File: src/shared/slcr_pkg.sv
// package for the serial link configuration register bank
package slcr_pkg;
   // ***************************************
   // register offsets
   // ***************************************
   localparam logic [11:0] OFS_LINK_ENABLE = 12'h200;
   localparam logic [11:0] OFS_LINK_OUTPUT_MODE = 12'h201;
   localparam logic [11:0] OFS_MULTIFRAME_LENGTH = 12'h202;
   localparam logic [11:0] OFS_SOFTWARE_SYNC_REQUEST = 12'h203;
   localparam logic [11:0] OFS_LINK_CONTROL = 12'h204;
   localparam logic [11:0] OFS_LANE_TEST_PATTERN = 12'h205;
   localparam logic [11:0] OFS_LINK_DEVICE_IDENT = 12'h206;
   localparam logic [11:0] OFS_CAL_ENABLE = 12'h20D;
   localparam logic [11:0] OFS_LINK_STATUS = 12'h20E;
   // ***************************************
   // reset values and fields
   // ***************************************
   localparam logic [7:0] RST_LINK_ENABLE = 8'h01;
   localparam logic [4:0] RST_LINK_OUTPUT_MODE = 5'h02;
   localparam logic [4:0] RST_MULTIFRAME_LENGTH = 5'h1F;
   localparam logic RST_SOFTWARE_SYNC_REQUEST = 1'h1;
   localparam logic [1:0] RST_SYNC_SOURCE = 2'h0;
   localparam logic RST_SAMPLE_ENCODING = 1'h1;
   localparam logic RST_SCRAMBLER_ENABLE = 1'h0;
   localparam logic [3:0] RST_LANE_TEST_PATTERN = 4'h0;
   localparam logic [7:0] RST_LINK_DEVICE_IDENT = 8'h00;
   localparam logic RST_CAL_ENABLE = 1'h0;
   localparam int POS_SYNC_SOURCE = 2;
   localparam int POS_SAMPLE_ENCODING = 1;
   localparam int POS_SCRAMBLER_ENABLE = 0;
   localparam int FIFO_DEPTH = 8;
   // ***************************************
   // enumerations
   // ***************************************
   typedef enum logic [1:0] {
      SYNC_SRC_SINGLE_ENDED = 2'h0,
      SYNC_SRC_TIMESTAMP = 2'h1,
      SYNC_SRC_SOFTWARE = 2'h2,
      SYNC_SRC_RESERVED = 2'h3
   } slcr_sync_src_t;
   typedef enum logic [3:0] {
      TEST_NORMAL = 4'h0,
      TEST_PRBS7 = 4'h1,
      TEST_PRBS15 = 4'h2,
      TEST_PRBS23 = 4'h3,
      TEST_RAMP = 4'h4,
      TEST_TRANSPORT = 4'h5,
      TEST_D21_5 = 4'h6,
      TEST_K28_5 = 4'h7,
      TEST_REPEAT_ILA = 4'h8,
      TEST_MOD_RPAT = 4'h9,
      TEST_HOLD_LOW = 4'hA,
      TEST_HOLD_HIGH = 4'hB
   } slcr_test_t;
   // ***************************************
   // carriers
   // ***************************************
   typedef struct packed {
      logic [11:0] addr;
      logic [7:0] wdata;
      logic wr;
      logic rd;
   } slcr_bus_req_t;
   typedef struct packed {
      logic link_enable;
      logic [4:0] link_output_mode;
      logic [4:0] multiframe_length;
      logic sample_encoding;
      logic scrambler_enable;
      logic [3:0] lane_test_pattern;
      logic test_reserved;
      logic [7:0] ident_link_a;
      logic [7:0] ident_link_b;
      logic sync_request;
      logic link_hold_reset;
      logic timestamp_receiver_enable;
   } slcr_link_cfg_t;
   typedef struct packed {
      logic [7:0] addr;
      logic [7:0] data;
   } slcr_word_t;
endpackage

File: src/hw/slcr_regs.sv
// serial link configuration register bank
`timescale 1ns/10ps
module slcr_regs (
   // clock and reset
   input wire logic core_clk,
   input wire logic reset,
   // register port
   input wire logic [11:0] reg_addr,
   input wire logic [7:0] reg_wdata,
   input wire logic reg_wr,
   input wire logic reg_rd,
   output logic [7:0] reg_rdata,
   // sync pins
   input wire logic single_ended_sync_pin_n,
   input wire logic timestamp_diff_input_n,
   // link side
   output slcr_pkg::slcr_link_cfg_t link_cfg,
   // change record stream
   output logic change_valid,
   input wire logic change_ready,
   output slcr_pkg::slcr_word_t change_word,
   output logic write_dropped
);
   // ***************************************
   // state
   // ***************************************
   typedef enum logic [1:0] {
      LNK_OFF,
      LNK_ON
   } slcr_lnk_t;
   typedef struct packed {
      logic link_enable;
      logic cal_enable;
      logic [4:0] link_output_mode;
      logic [4:0] multiframe_length;
      logic software_sync_request;
      logic [1:0] sync_source;
      logic sample_encoding;
      logic scrambler_enable;
      logic [3:0] lane_test_pattern;
      logic [7:0] link_device_ident;
      logic timestamp_receiver_enable;
      logic [1:0] se_sync;
      logic [1:0] ts_sync;
      logic [7:0] rdata;
      logic dropped;
      logic link_hold;
      logic test_reserved;
      logic [7:0] ident_b;
      logic sync_request;
      slcr_lnk_t lnk;
   } slcr_st_t;
   slcr_st_t st;
   slcr_st_t next_st;
   logic fifo_in_ready;
   logic [15:0] fifo_out;
   slcr_pkg::slcr_word_t rec;

   function automatic logic is_addr(input logic [11:0] a, input logic [11:0] ofs);
      return a == ofs;
   endfunction

   // pin per source; reserved code 3 falls back to software only, like code 2
   function automatic logic pin_request(input logic [1:0] src, input logic se_n,
      input logic ts_n);
      case (src)
         slcr_pkg::SYNC_SRC_SINGLE_ENDED: return !se_n;
         slcr_pkg::SYNC_SRC_TIMESTAMP: return !ts_n;
         default: return 1'b0;
      endcase
   endfunction

   // ***************************************
   // next state
   // ***************************************
   always_comb begin
      next_st = st;
      next_st.se_sync = {st.se_sync[0], single_ended_sync_pin_n};
      next_st.ts_sync = {st.ts_sync[0], timestamp_diff_input_n};
      next_st.dropped = 1'b0;
      if (reg_wr) begin
         if (!fifo_in_ready) begin
            next_st.dropped = 1'b1;
         end
         if (is_addr(reg_addr, slcr_pkg::OFS_LINK_ENABLE)) begin
            next_st.link_enable = reg_wdata[0];
         end
         if (is_addr(reg_addr, slcr_pkg::OFS_CAL_ENABLE)) begin
            next_st.cal_enable = reg_wdata[0];
            next_st.timestamp_receiver_enable = reg_wdata[1];
         end
         if (is_addr(reg_addr, slcr_pkg::OFS_LINK_OUTPUT_MODE) && !st.link_enable
            && !st.cal_enable) begin
            next_st.link_output_mode = reg_wdata[4:0];
         end
         if (is_addr(reg_addr, slcr_pkg::OFS_MULTIFRAME_LENGTH)) begin
            next_st.multiframe_length = reg_wdata[4:0];
         end
         if (is_addr(reg_addr, slcr_pkg::OFS_SOFTWARE_SYNC_REQUEST)) begin
            next_st.software_sync_request = reg_wdata[0];
         end
         if (is_addr(reg_addr, slcr_pkg::OFS_LINK_CONTROL)) begin
            next_st.sync_source = reg_wdata[slcr_pkg::POS_SYNC_SOURCE +: 2];
            next_st.sample_encoding = reg_wdata[slcr_pkg::POS_SAMPLE_ENCODING];
            next_st.scrambler_enable = reg_wdata[slcr_pkg::POS_SCRAMBLER_ENABLE];
         end
         if (is_addr(reg_addr, slcr_pkg::OFS_LANE_TEST_PATTERN)) begin
            next_st.lane_test_pattern = reg_wdata[3:0];
         end
         if (is_addr(reg_addr, slcr_pkg::OFS_LINK_DEVICE_IDENT)) begin
            next_st.link_device_ident = {reg_wdata[7:1], 1'b0};
         end
      end
      case (st.lnk)
         LNK_OFF: begin
            if (st.link_enable) begin
               next_st.lnk = LNK_ON;
            end
         end
         LNK_ON: begin
            if (!st.link_enable) begin
               next_st.lnk = LNK_OFF;
            end
         end
         default: begin
            next_st.lnk = LNK_OFF;
         end
      endcase
      // derived outputs come from next values, so they register on the same edge as their fields
      // held also in the cycle the enable drops
      next_st.link_hold = !next_st.link_enable || (next_st.lnk != LNK_ON);
      next_st.test_reserved = (next_st.lane_test_pattern > slcr_pkg::TEST_HOLD_HIGH);
      // link b ident one above link a
      next_st.ident_b = next_st.link_device_ident + 8'h01;
      // software request always honoured, pin only when selected
      next_st.sync_request = !next_st.software_sync_request
         || pin_request(next_st.sync_source, next_st.se_sync[1], next_st.ts_sync[1]);
      next_st.rdata = 8'h00;
      if (reg_rd) begin
         case (reg_addr)
            slcr_pkg::OFS_LINK_ENABLE: next_st.rdata = {7'h00, st.link_enable};
            slcr_pkg::OFS_LINK_OUTPUT_MODE: next_st.rdata = {3'h0, st.link_output_mode};
            slcr_pkg::OFS_MULTIFRAME_LENGTH: next_st.rdata = {3'h0, st.multiframe_length};
            slcr_pkg::OFS_SOFTWARE_SYNC_REQUEST: begin
               next_st.rdata = {7'h00, st.software_sync_request};
            end
            slcr_pkg::OFS_LINK_CONTROL: begin
               next_st.rdata = {4'h0, st.sync_source, st.sample_encoding,
                  st.scrambler_enable};
            end
            slcr_pkg::OFS_LANE_TEST_PATTERN: next_st.rdata = {4'h0, st.lane_test_pattern};
            slcr_pkg::OFS_LINK_DEVICE_IDENT: next_st.rdata = st.link_device_ident;
            slcr_pkg::OFS_CAL_ENABLE: begin
               next_st.rdata = {6'h00, st.timestamp_receiver_enable, st.cal_enable};
            end
            slcr_pkg::OFS_LINK_STATUS: begin
               next_st.rdata = {5'h00, st.sync_request, st.lnk == LNK_ON,
                  st.link_enable};
            end
            default: next_st.rdata = 8'h00;
         endcase
      end
   end

   always_ff @(posedge core_clk) begin
      if (reset) begin
         st <= '0;
         st.link_enable <= slcr_pkg::RST_LINK_ENABLE[0];
         st.cal_enable <= slcr_pkg::RST_CAL_ENABLE;
         st.link_output_mode <= slcr_pkg::RST_LINK_OUTPUT_MODE;
         st.multiframe_length <= slcr_pkg::RST_MULTIFRAME_LENGTH;
         st.software_sync_request <= slcr_pkg::RST_SOFTWARE_SYNC_REQUEST;
         st.sync_source <= slcr_pkg::RST_SYNC_SOURCE;
         st.sample_encoding <= slcr_pkg::RST_SAMPLE_ENCODING;
         st.scrambler_enable <= slcr_pkg::RST_SCRAMBLER_ENABLE;
         st.lane_test_pattern <= slcr_pkg::RST_LANE_TEST_PATTERN;
         st.link_device_ident <= slcr_pkg::RST_LINK_DEVICE_IDENT;
         st.ident_b <= slcr_pkg::RST_LINK_DEVICE_IDENT + 8'h01;
         st.link_hold <= 1'b1;
         st.se_sync <= 2'h3;
         st.ts_sync <= 2'h3;
         st.lnk <= LNK_OFF;
      end else begin
         st <= next_st;
      end
   end

   // ***************************************
   // outputs
   // ***************************************
   always_comb begin
      link_cfg = '0;
      link_cfg.link_enable = st.link_enable;
      link_cfg.link_hold_reset = st.link_hold;
      link_cfg.link_output_mode = st.link_output_mode;
      link_cfg.multiframe_length = st.multiframe_length;
      link_cfg.sample_encoding = st.sample_encoding;
      link_cfg.scrambler_enable = st.scrambler_enable;
      link_cfg.lane_test_pattern = st.lane_test_pattern;
      link_cfg.test_reserved = st.test_reserved;
      link_cfg.ident_link_a = st.link_device_ident;
      link_cfg.ident_link_b = st.ident_b;
      link_cfg.timestamp_receiver_enable = st.timestamp_receiver_enable;
      link_cfg.sync_request = st.sync_request;
   end

   // every accepted write is logged for the link side; full fifo drops the log only
   assign rec.addr = reg_addr[7:0];
   assign rec.data = reg_wdata;
   assign reg_rdata = st.rdata;
   assign write_dropped = st.dropped;
   assign change_word = fifo_out;

   slcr_fifo #(
      .WIDTH(16),
      .DEPTH(slcr_pkg::FIFO_DEPTH)
   ) u_fifo (
      .core_clk(core_clk),
      .reset(reset),
      .in_valid(reg_wr),
      .in_ready(fifo_in_ready),
      .in_data(rec),
      .out_valid(change_valid),
      .out_ready(change_ready),
      .out_data(fifo_out)
   );
endmodule

File: src/hw/slcr_fifo.sv
// parameterised FIFO carrying configuration change records
`timescale 1ns/10ps
module slcr_fifo #(
   parameter int WIDTH = 16,
   parameter int DEPTH = 8
) (
   // clock and reset
   input wire logic core_clk,
   input wire logic reset,
   // filling side
   input wire logic in_valid,
   output logic in_ready,
   input wire logic [WIDTH-1:0] in_data,
   // draining side
   output logic out_valid,
   input wire logic out_ready,
   output logic [WIDTH-1:0] out_data
);
   localparam int AW = $clog2(DEPTH);
   typedef struct packed {
      logic [AW-1:0] wp;
      logic [AW-1:0] rp;
      logic [AW:0] count;
   } slcr_fifo_st_t;
   slcr_fifo_st_t st;
   slcr_fifo_st_t next_st;
   logic [WIDTH-1:0] mem [DEPTH];
   logic push;
   logic pop;
   assign in_ready = (st.count != (AW+1)'(DEPTH));
   assign out_valid = (st.count != '0);
   assign push = in_valid && in_ready;
   assign pop = out_valid && out_ready;
   assign out_data = mem[st.rp];
   always_comb begin
      next_st = st;
      if (push) begin
         next_st.wp = st.wp + 1'b1;
      end
      if (pop) begin
         next_st.rp = st.rp + 1'b1;
      end
      next_st.count = st.count + (AW+1)'(push) - (AW+1)'(pop);
   end
   always_ff @(posedge core_clk) begin
      if (reset) begin
         st <= '0;
      end else begin
         st <= next_st;
      end
   end
   // storage needs no reset; only written entries are read
   always_ff @(posedge core_clk) begin
      if (push) begin
         mem[st.wp] <= in_data;
      end
   end
endmodule

File: config.mk
export PLATFORM = sky130hd
export DESIGN_NAME = slcr_regs
export DESIGN_NICKNAME = d
export VERILOG_FILES = /design/src/shared/slcr_pkg.sv /design/src/hw/slcr_regs.sv /design/src/hw/slcr_fifo.sv
export SDC_FILE = /design/constraint.sdc
export NUM_CORES = 1
export LEC_CHECK = 0
export ABC_AREA = 1
export BUFFER_PORTS_ARGS = -buffer_cell sky130_fd_sc_hd__buf_2
export CAP_MARGIN = 20
export CORE_ASPECT_RATIO = 2
export CORE_MARGIN = 10
export CORE_UTILIZATION = 47
export CTS_BUF_LIST = sky130_fd_sc_hd__clkbuf_16
export CTS_CLUSTER_SIZE = 16
export DETAILED_ROUTE_END_ITERATION = 10
export PLACE_DENSITY = 0.78
export REMOVE_ABC_BUFFERS = 1
export SLEW_MARGIN = 20
export SYNTH_ARGS = -nofsm -noshare
export SYNTH_HDL_FRONTEND = slang
export SYNTH_HIERARCHICAL = 1
export SYNTH_SLANG_ARGS = --single-unit
File: constraint.sdc
create_clock -name core_clk -period 2.57 [get_ports core_clk]
set_clock_uncertainty 0.1 [all_clocks]
set_input_delay 0.1285 -clock core_clk [delete_from_list [all_inputs] [get_ports core_clk]]
set_output_delay 0.1285 -clock core_clk [all_outputs]
set_load 0.005 [all_outputs]
# --- After elaboration in Yosys (flattened, before gate mapping) ---
# Memory sizes are Yosys's and may differ from the RTL's. A register that Yosys moved wholly into a read port is not among the register bits.
# Index checks and enable logic that the tools add are counted.
# Widths: inputs -> output; s select.
totals:
  ff_bits: 64
  mem_bits_rw: 128
  mem_count: 1
mem_list:
  columns: ["memory", "depth", "word_bits", "rd", "rd_clocked_by_memory_dff", "wr", "line", "text"]
  rows:
  - ["u_fifo.mem", 8, 16, 1, 1, 1, "slcr_fifo.sv:27", "logic [WIDTH-1:0] mem [DEPTH];"]
classes:
  addsub: 5
  n_reduce_logical: 21
  n_mux: 20
  bitwise_logic: 2
  eq_ne: 13
  n_lt_le_gt_ge: 1
op_table:
  columns: ["cell", "count"]
  rows:
  - ["$eq 12x10->1 const B", 9]
  - ["$pmux 8 s9", 1]
  - ["$mux 30", 1]
  - ["$mux 5", 2]
  - ["$add 8x1->8 const B", 1]
  - ["$mux 4", 2]
  - ["$mux 8", 1]
  - ["$reduce_and 2->1", 4]
  - ["$mux 1", 7]
  - ["$add 3x1->3 const B", 2]
  - ["$logic_not 1->1", 6]
  - ["$mux 3", 2]
  - ["$add 4x1->4", 1]
  - ["$eq 2x1->1 const B", 2]
  - ["$gt 4x4->1 const B", 1]
  - ["$logic_and 1x1->1", 4]
  - ["$logic_not 2->1", 2]
  - ["$mux 2", 2]
  - ["$ne 4x4->1 const B", 1]
  - ["$pmux 2 s2", 1]
  - ["$reduce_bool 4->1", 1]
  - ["$reduce_or 2->1", 2]
  - ["$sub 4x1->4", 1]
  - ["$logic_or 1x1->1", 2]
  - ["3 further kinds", 4]

# --- Depth between registers and ports, before layout ---
logic_depth:
  depth_word: 8
  ltp_mapped: 17
  depth_no_buf: 16

# --- By module ---
# The synthesis kept the hierarchy.
modules_own_cells:
  columns: ["mod", "area_per_inst_um2", "cells_per_inst", "instances"]
  rows:
  - ["slcr_fifo", 6296.0, 648, 1]
  - ["slcr_regs", 2776.4, 383, 1]

# --- Worst setup path after synthesis ---
# OpenSTA, ideal clock, no wires.
synth_timing:
  path_kind: "register to register"
  startpoint: "reg u_fifo/st[2] (netlist bit)"
  endpoint: "mem u_fifo.mem[0][0] (enable)"
  slack_ns: 0.490
  setup_time_ns: 0.388
  n_path_buf: 0
  synth_period_minus_slack_ns: 2.080
  stages_incl_launch_ff: 6
  arrival_time_ns: 1.591
  cell_sequence: "dfxtp_1 > inv_1 > ha_1 > a21boi_2 > nand2_1 > nor2_1"
synth_via:
  elab_chain_len: 4
synth_lines:
  columns: ["element", "line", "text"]
  rows:
  - ["from (decl)", "slcr_fifo.sv:25", "slcr_fifo_st_t st;"]
  - ["from (signal assigned)", "slcr_fifo.sv:49", "st <= next_st;"]
  - ["$ne 4x4->1", "slcr_fifo.sv:30", "assign in_ready = (st.count != (AW+1)'(DEPTH));"]
  - ["$logic_and 1x1->1", "slcr_fifo.sv:32", "assign push = in_valid && in_ready;"]
  - ["$mux 1", "slcr_fifo.sv:54", "if (push) begin"]
  - ["$mux 1 (implied by the code)", "slcr_fifo.sv:55", "mem[st.wp] <= in_data;"]
  - ["to (decl)", "slcr_fifo.sv:27", null]
# Every way passes these cells.

==> results.json <==
{
  "cts_sinks": 195,
  "root_buffer": "clkbuf_16",
  "max-cap-violations": 0,
  "first_global_vias": 6651,
  "port_buffers": 89,
  "cp_max_fo": 12,
  "fillCellCount": 1628,
  "seqPwrFrac_pct": 45.2,
  "fin_crit_ns": 2.305,
  "cts_max_level": 4,
  "pre_cts_ws_ns": 0.4155,
  "fmax_mhz": 433.8,
  "synth-edff-count": 128,
  "final_common_cell": "nand2_1",
  "insertion_delay_ns": 0.44,
  "postCtsSetupBuffers": 0,
  "cts_tree": "yes",
  "rsz0062_at_grt": "false",
  "arrival_ns": 2.59,
  "cp-start-kind": "input pin",
  "place_hpwl_mm": 14.96,
  "finalCritPeriodShare_pct": 89.70,
  "first_pass_iters": 5,
  "die-width_um": 118.2,
  "track_usage_pct": 17.03,
  "via_per_inst": 4.854,
  "drt-total-wl_mm": 21.56,
  "pwr-share-comb_pct": 23.4,
  "cp_common_cell": "nand2_1",
  "synth_seq_cells": 195,
  "core_area_um2": 18920,
  "tightest_slew_ns": 0.7239,
  "die_h_um": 216.5,
  "avgRoutedWirePerCell_um": 15.77,
  "fin_tns_setup_ns": 0,
  "holdCritPathClass": "input pin to flip-flop",
  "gp_congestion": 0.8834,
  "std_cell_rows": 71,
  "die-area_um2": 25600,
  "overflow": 0,
  "initial_core_util_pct": 47.95,
  "power_frac_clock_pct": 31.4,
  "r2r_cells": 9,
  "seqCellArea_um2": 5186,
  "antenna_found_initial": 0,
  "cellLeakagePower_uw": 0.004819,
  "vias": 6635,
  "clockBufferDepth": 2,
  "synth_cells": 1031,
  "grt_max_degree": 65,
  "multiInputGateArea_um2": 2579,
  "drv_slew": 0,
  "finalHoldViolCount": 0,
  "area_growth_pct": 12.08,
  "synthFlopType": "edfxtp_1",
  "clk_pin_slew_ns": 0.07,
  "num_io_pins": 90,
  "mostFrequentLayoutCells": "299 x nand2_1, 199 x inv_1, 128 x edfxtp_1",
  "crit_path_end_kind": "flip-flop",
  "p_switching_uw": 2452,
  "hold_depth": 2,
  "synth_warnings": 6,
  "cts_buffers": 17,
  "p_sw_share_pct": 30.72,
  "synthArstFlopShare_pct": 0,
  "layout_setup_ws_ns": 0.2647,
  "criticalPathCategory": "input pin to flip-flop",
  "drc": 0,
  "grt_pass1_wl_mm": 34.11,
  "antenna_left": 0,
  "p_int_uw": 5530,
  "n_antenna_cell": 0,
  "syn_area_um2": 9072,
  "run_status": "finished, final reports clean",
  "max_stage_delay_ns": 0.55,
  "ys_seq_area_share_pct": 57.15,
  "layout.nets": 1135,
  "drtIter0Drc": 301,
  "cp_cell_sequence": "dlygate4sd3_1 > buf_2 > nor2_1 > nand2_2 > nor2_8 > nand3_4 > clkinv_2 > o21ai_0 > inv_1 > ha_1 > inv_1 > nor2_2 > nand2_1 > nor2_2 > nand2_1 > nand2_1",
  "cp_slowest_cell": "dlygate4sd3_1",
  "powerDensity_nw_per_um2": 785.0,
  "drive_above_1_share_pct": 14.84,
  "max-slew-margin-rel_pct": 51.69,
  "setup_violations": 0,
  "irDropWorstVdd_mv": 0.5537,
  "syn_avg_cell_area_um2": 8.800,
  "cp.required_ns": 2.85,
  "synthDistinctLibCells": 37
}
## power by group through the flow
stage	Sequential, µW	Combinational [µW]	Clock, µW
3_5_place_dp	3680	1870	0
4_1_cts	3610	1900	2550
6_report	3610	1870	2510
2_1_floorplan	3760	1060	0
3_3_place_gp	3670	1820	0
5_1_grt	3620	2140	2690
## cells in the mapped netlist (all sizes together), types with 6 or more instances
cell type,n,area (µm²)
dfxtp,67,1341
nand4,6,37.54
inv,199,747.0
o21ai,27,150.2
ha,8,100.1
nor2,82,366.6
edfxtp,128,3844
buf,72,545.5
a21oi,15,75.07
nand2,308,1189
nor3,11,55.05
nand3,83,437.9
o211ai,8,60.06
## layout make-up
type | count | share of cell area [%]
repair buffers | 124 | 7.555
clock buffers | 17 | 4.184
well taps | 255 | 3.138
inverters | 200 | 7.395
multi-input cells | 561 | 25.36
clock inverters | 15 | 1.366
flip-flops and latches | 195 | 51.00
## metrics by stage
stage               instances  cell area (µm²)  util, %  power [µW]  hold WS, ns
floorplan                 956             8516        -        4815      0.09972
global placement         1316             9414    49.75        5485       0.2107
detailed placement       1316             9414    49.75        5543       0.2189
CTS                      1367            10170    53.74        8052      0.02967
global route             1367            10170    53.74        8449      0.05125
finish                   1367            10170    53.74        7982      0.03304
## sequential cells by signal, summed over array words and instances, names as in the netlist, named ones only
| name | count |
|---|---|
| link_cfg | 37 |
| st | 6 |
| u_fifo/mem | 128 |
| next_st | 2 |
| u_fifo/st | 10 |
| write_dropped | 1 |
| reg_rdata | 8 |
## timing repair
item                      CTS  global route
resized for setup           0             0
hold endpoints to repair  131             0
hold buffers               19             0
## cell families after synthesis
kind of cell / Yosys count / share of synthesized area (%)
xor+xnor: 1 / 0.09656
flops: 195 / 57.15
simple gates: 495 / 23.38
other cells: 1 / 0.04133
fa+ha+maj: 9 / 1.324
compound gates: 55 / 3.586
buf+inv: 275 / 14.43
## per-layer routing
| metal | up-vias | share of wire (%) | GRT usage [%] |
|---|---|---|---|
| met2 | 196 | 56 | 32.30 |
| met1 | 3075 | 35 | 16.32 |
| met4 | 0 | 4.8 | 10.23 |
| li1 | 3294 | - | - |
| met3 | 70 | 4.3 | 3.411 |
| met5 | - | 0 | 0 |
## worst max-delay path: cells and delay by family
kind / cells / cell delay (ns)
compound gates: 1 / 0.12
fa+ha+maj: 1 / 0.16
buf+inv: 5 / 1.00
simple gates: 9 / 1.18
## path summary, 6_finish.rpt
kind / slack, ns / to / start
max: 0.26 / link_cfg[9]$_SDFF_PP0_ / reg_addr[7]
min: 0.03 / link_cfg[15]$_SDFF_PP0_ / reset
max reg2reg: 0.39 / u_fifo/st[1]$_SDFF_PP0_ / u_fifo/st[2]$_SDFF_PP0_
min reg2reg: 0.34 / st[0]$_SDFF_PP0_ / st[1]$_SDFF_PP0_
(Power assumes the default switching activity.)
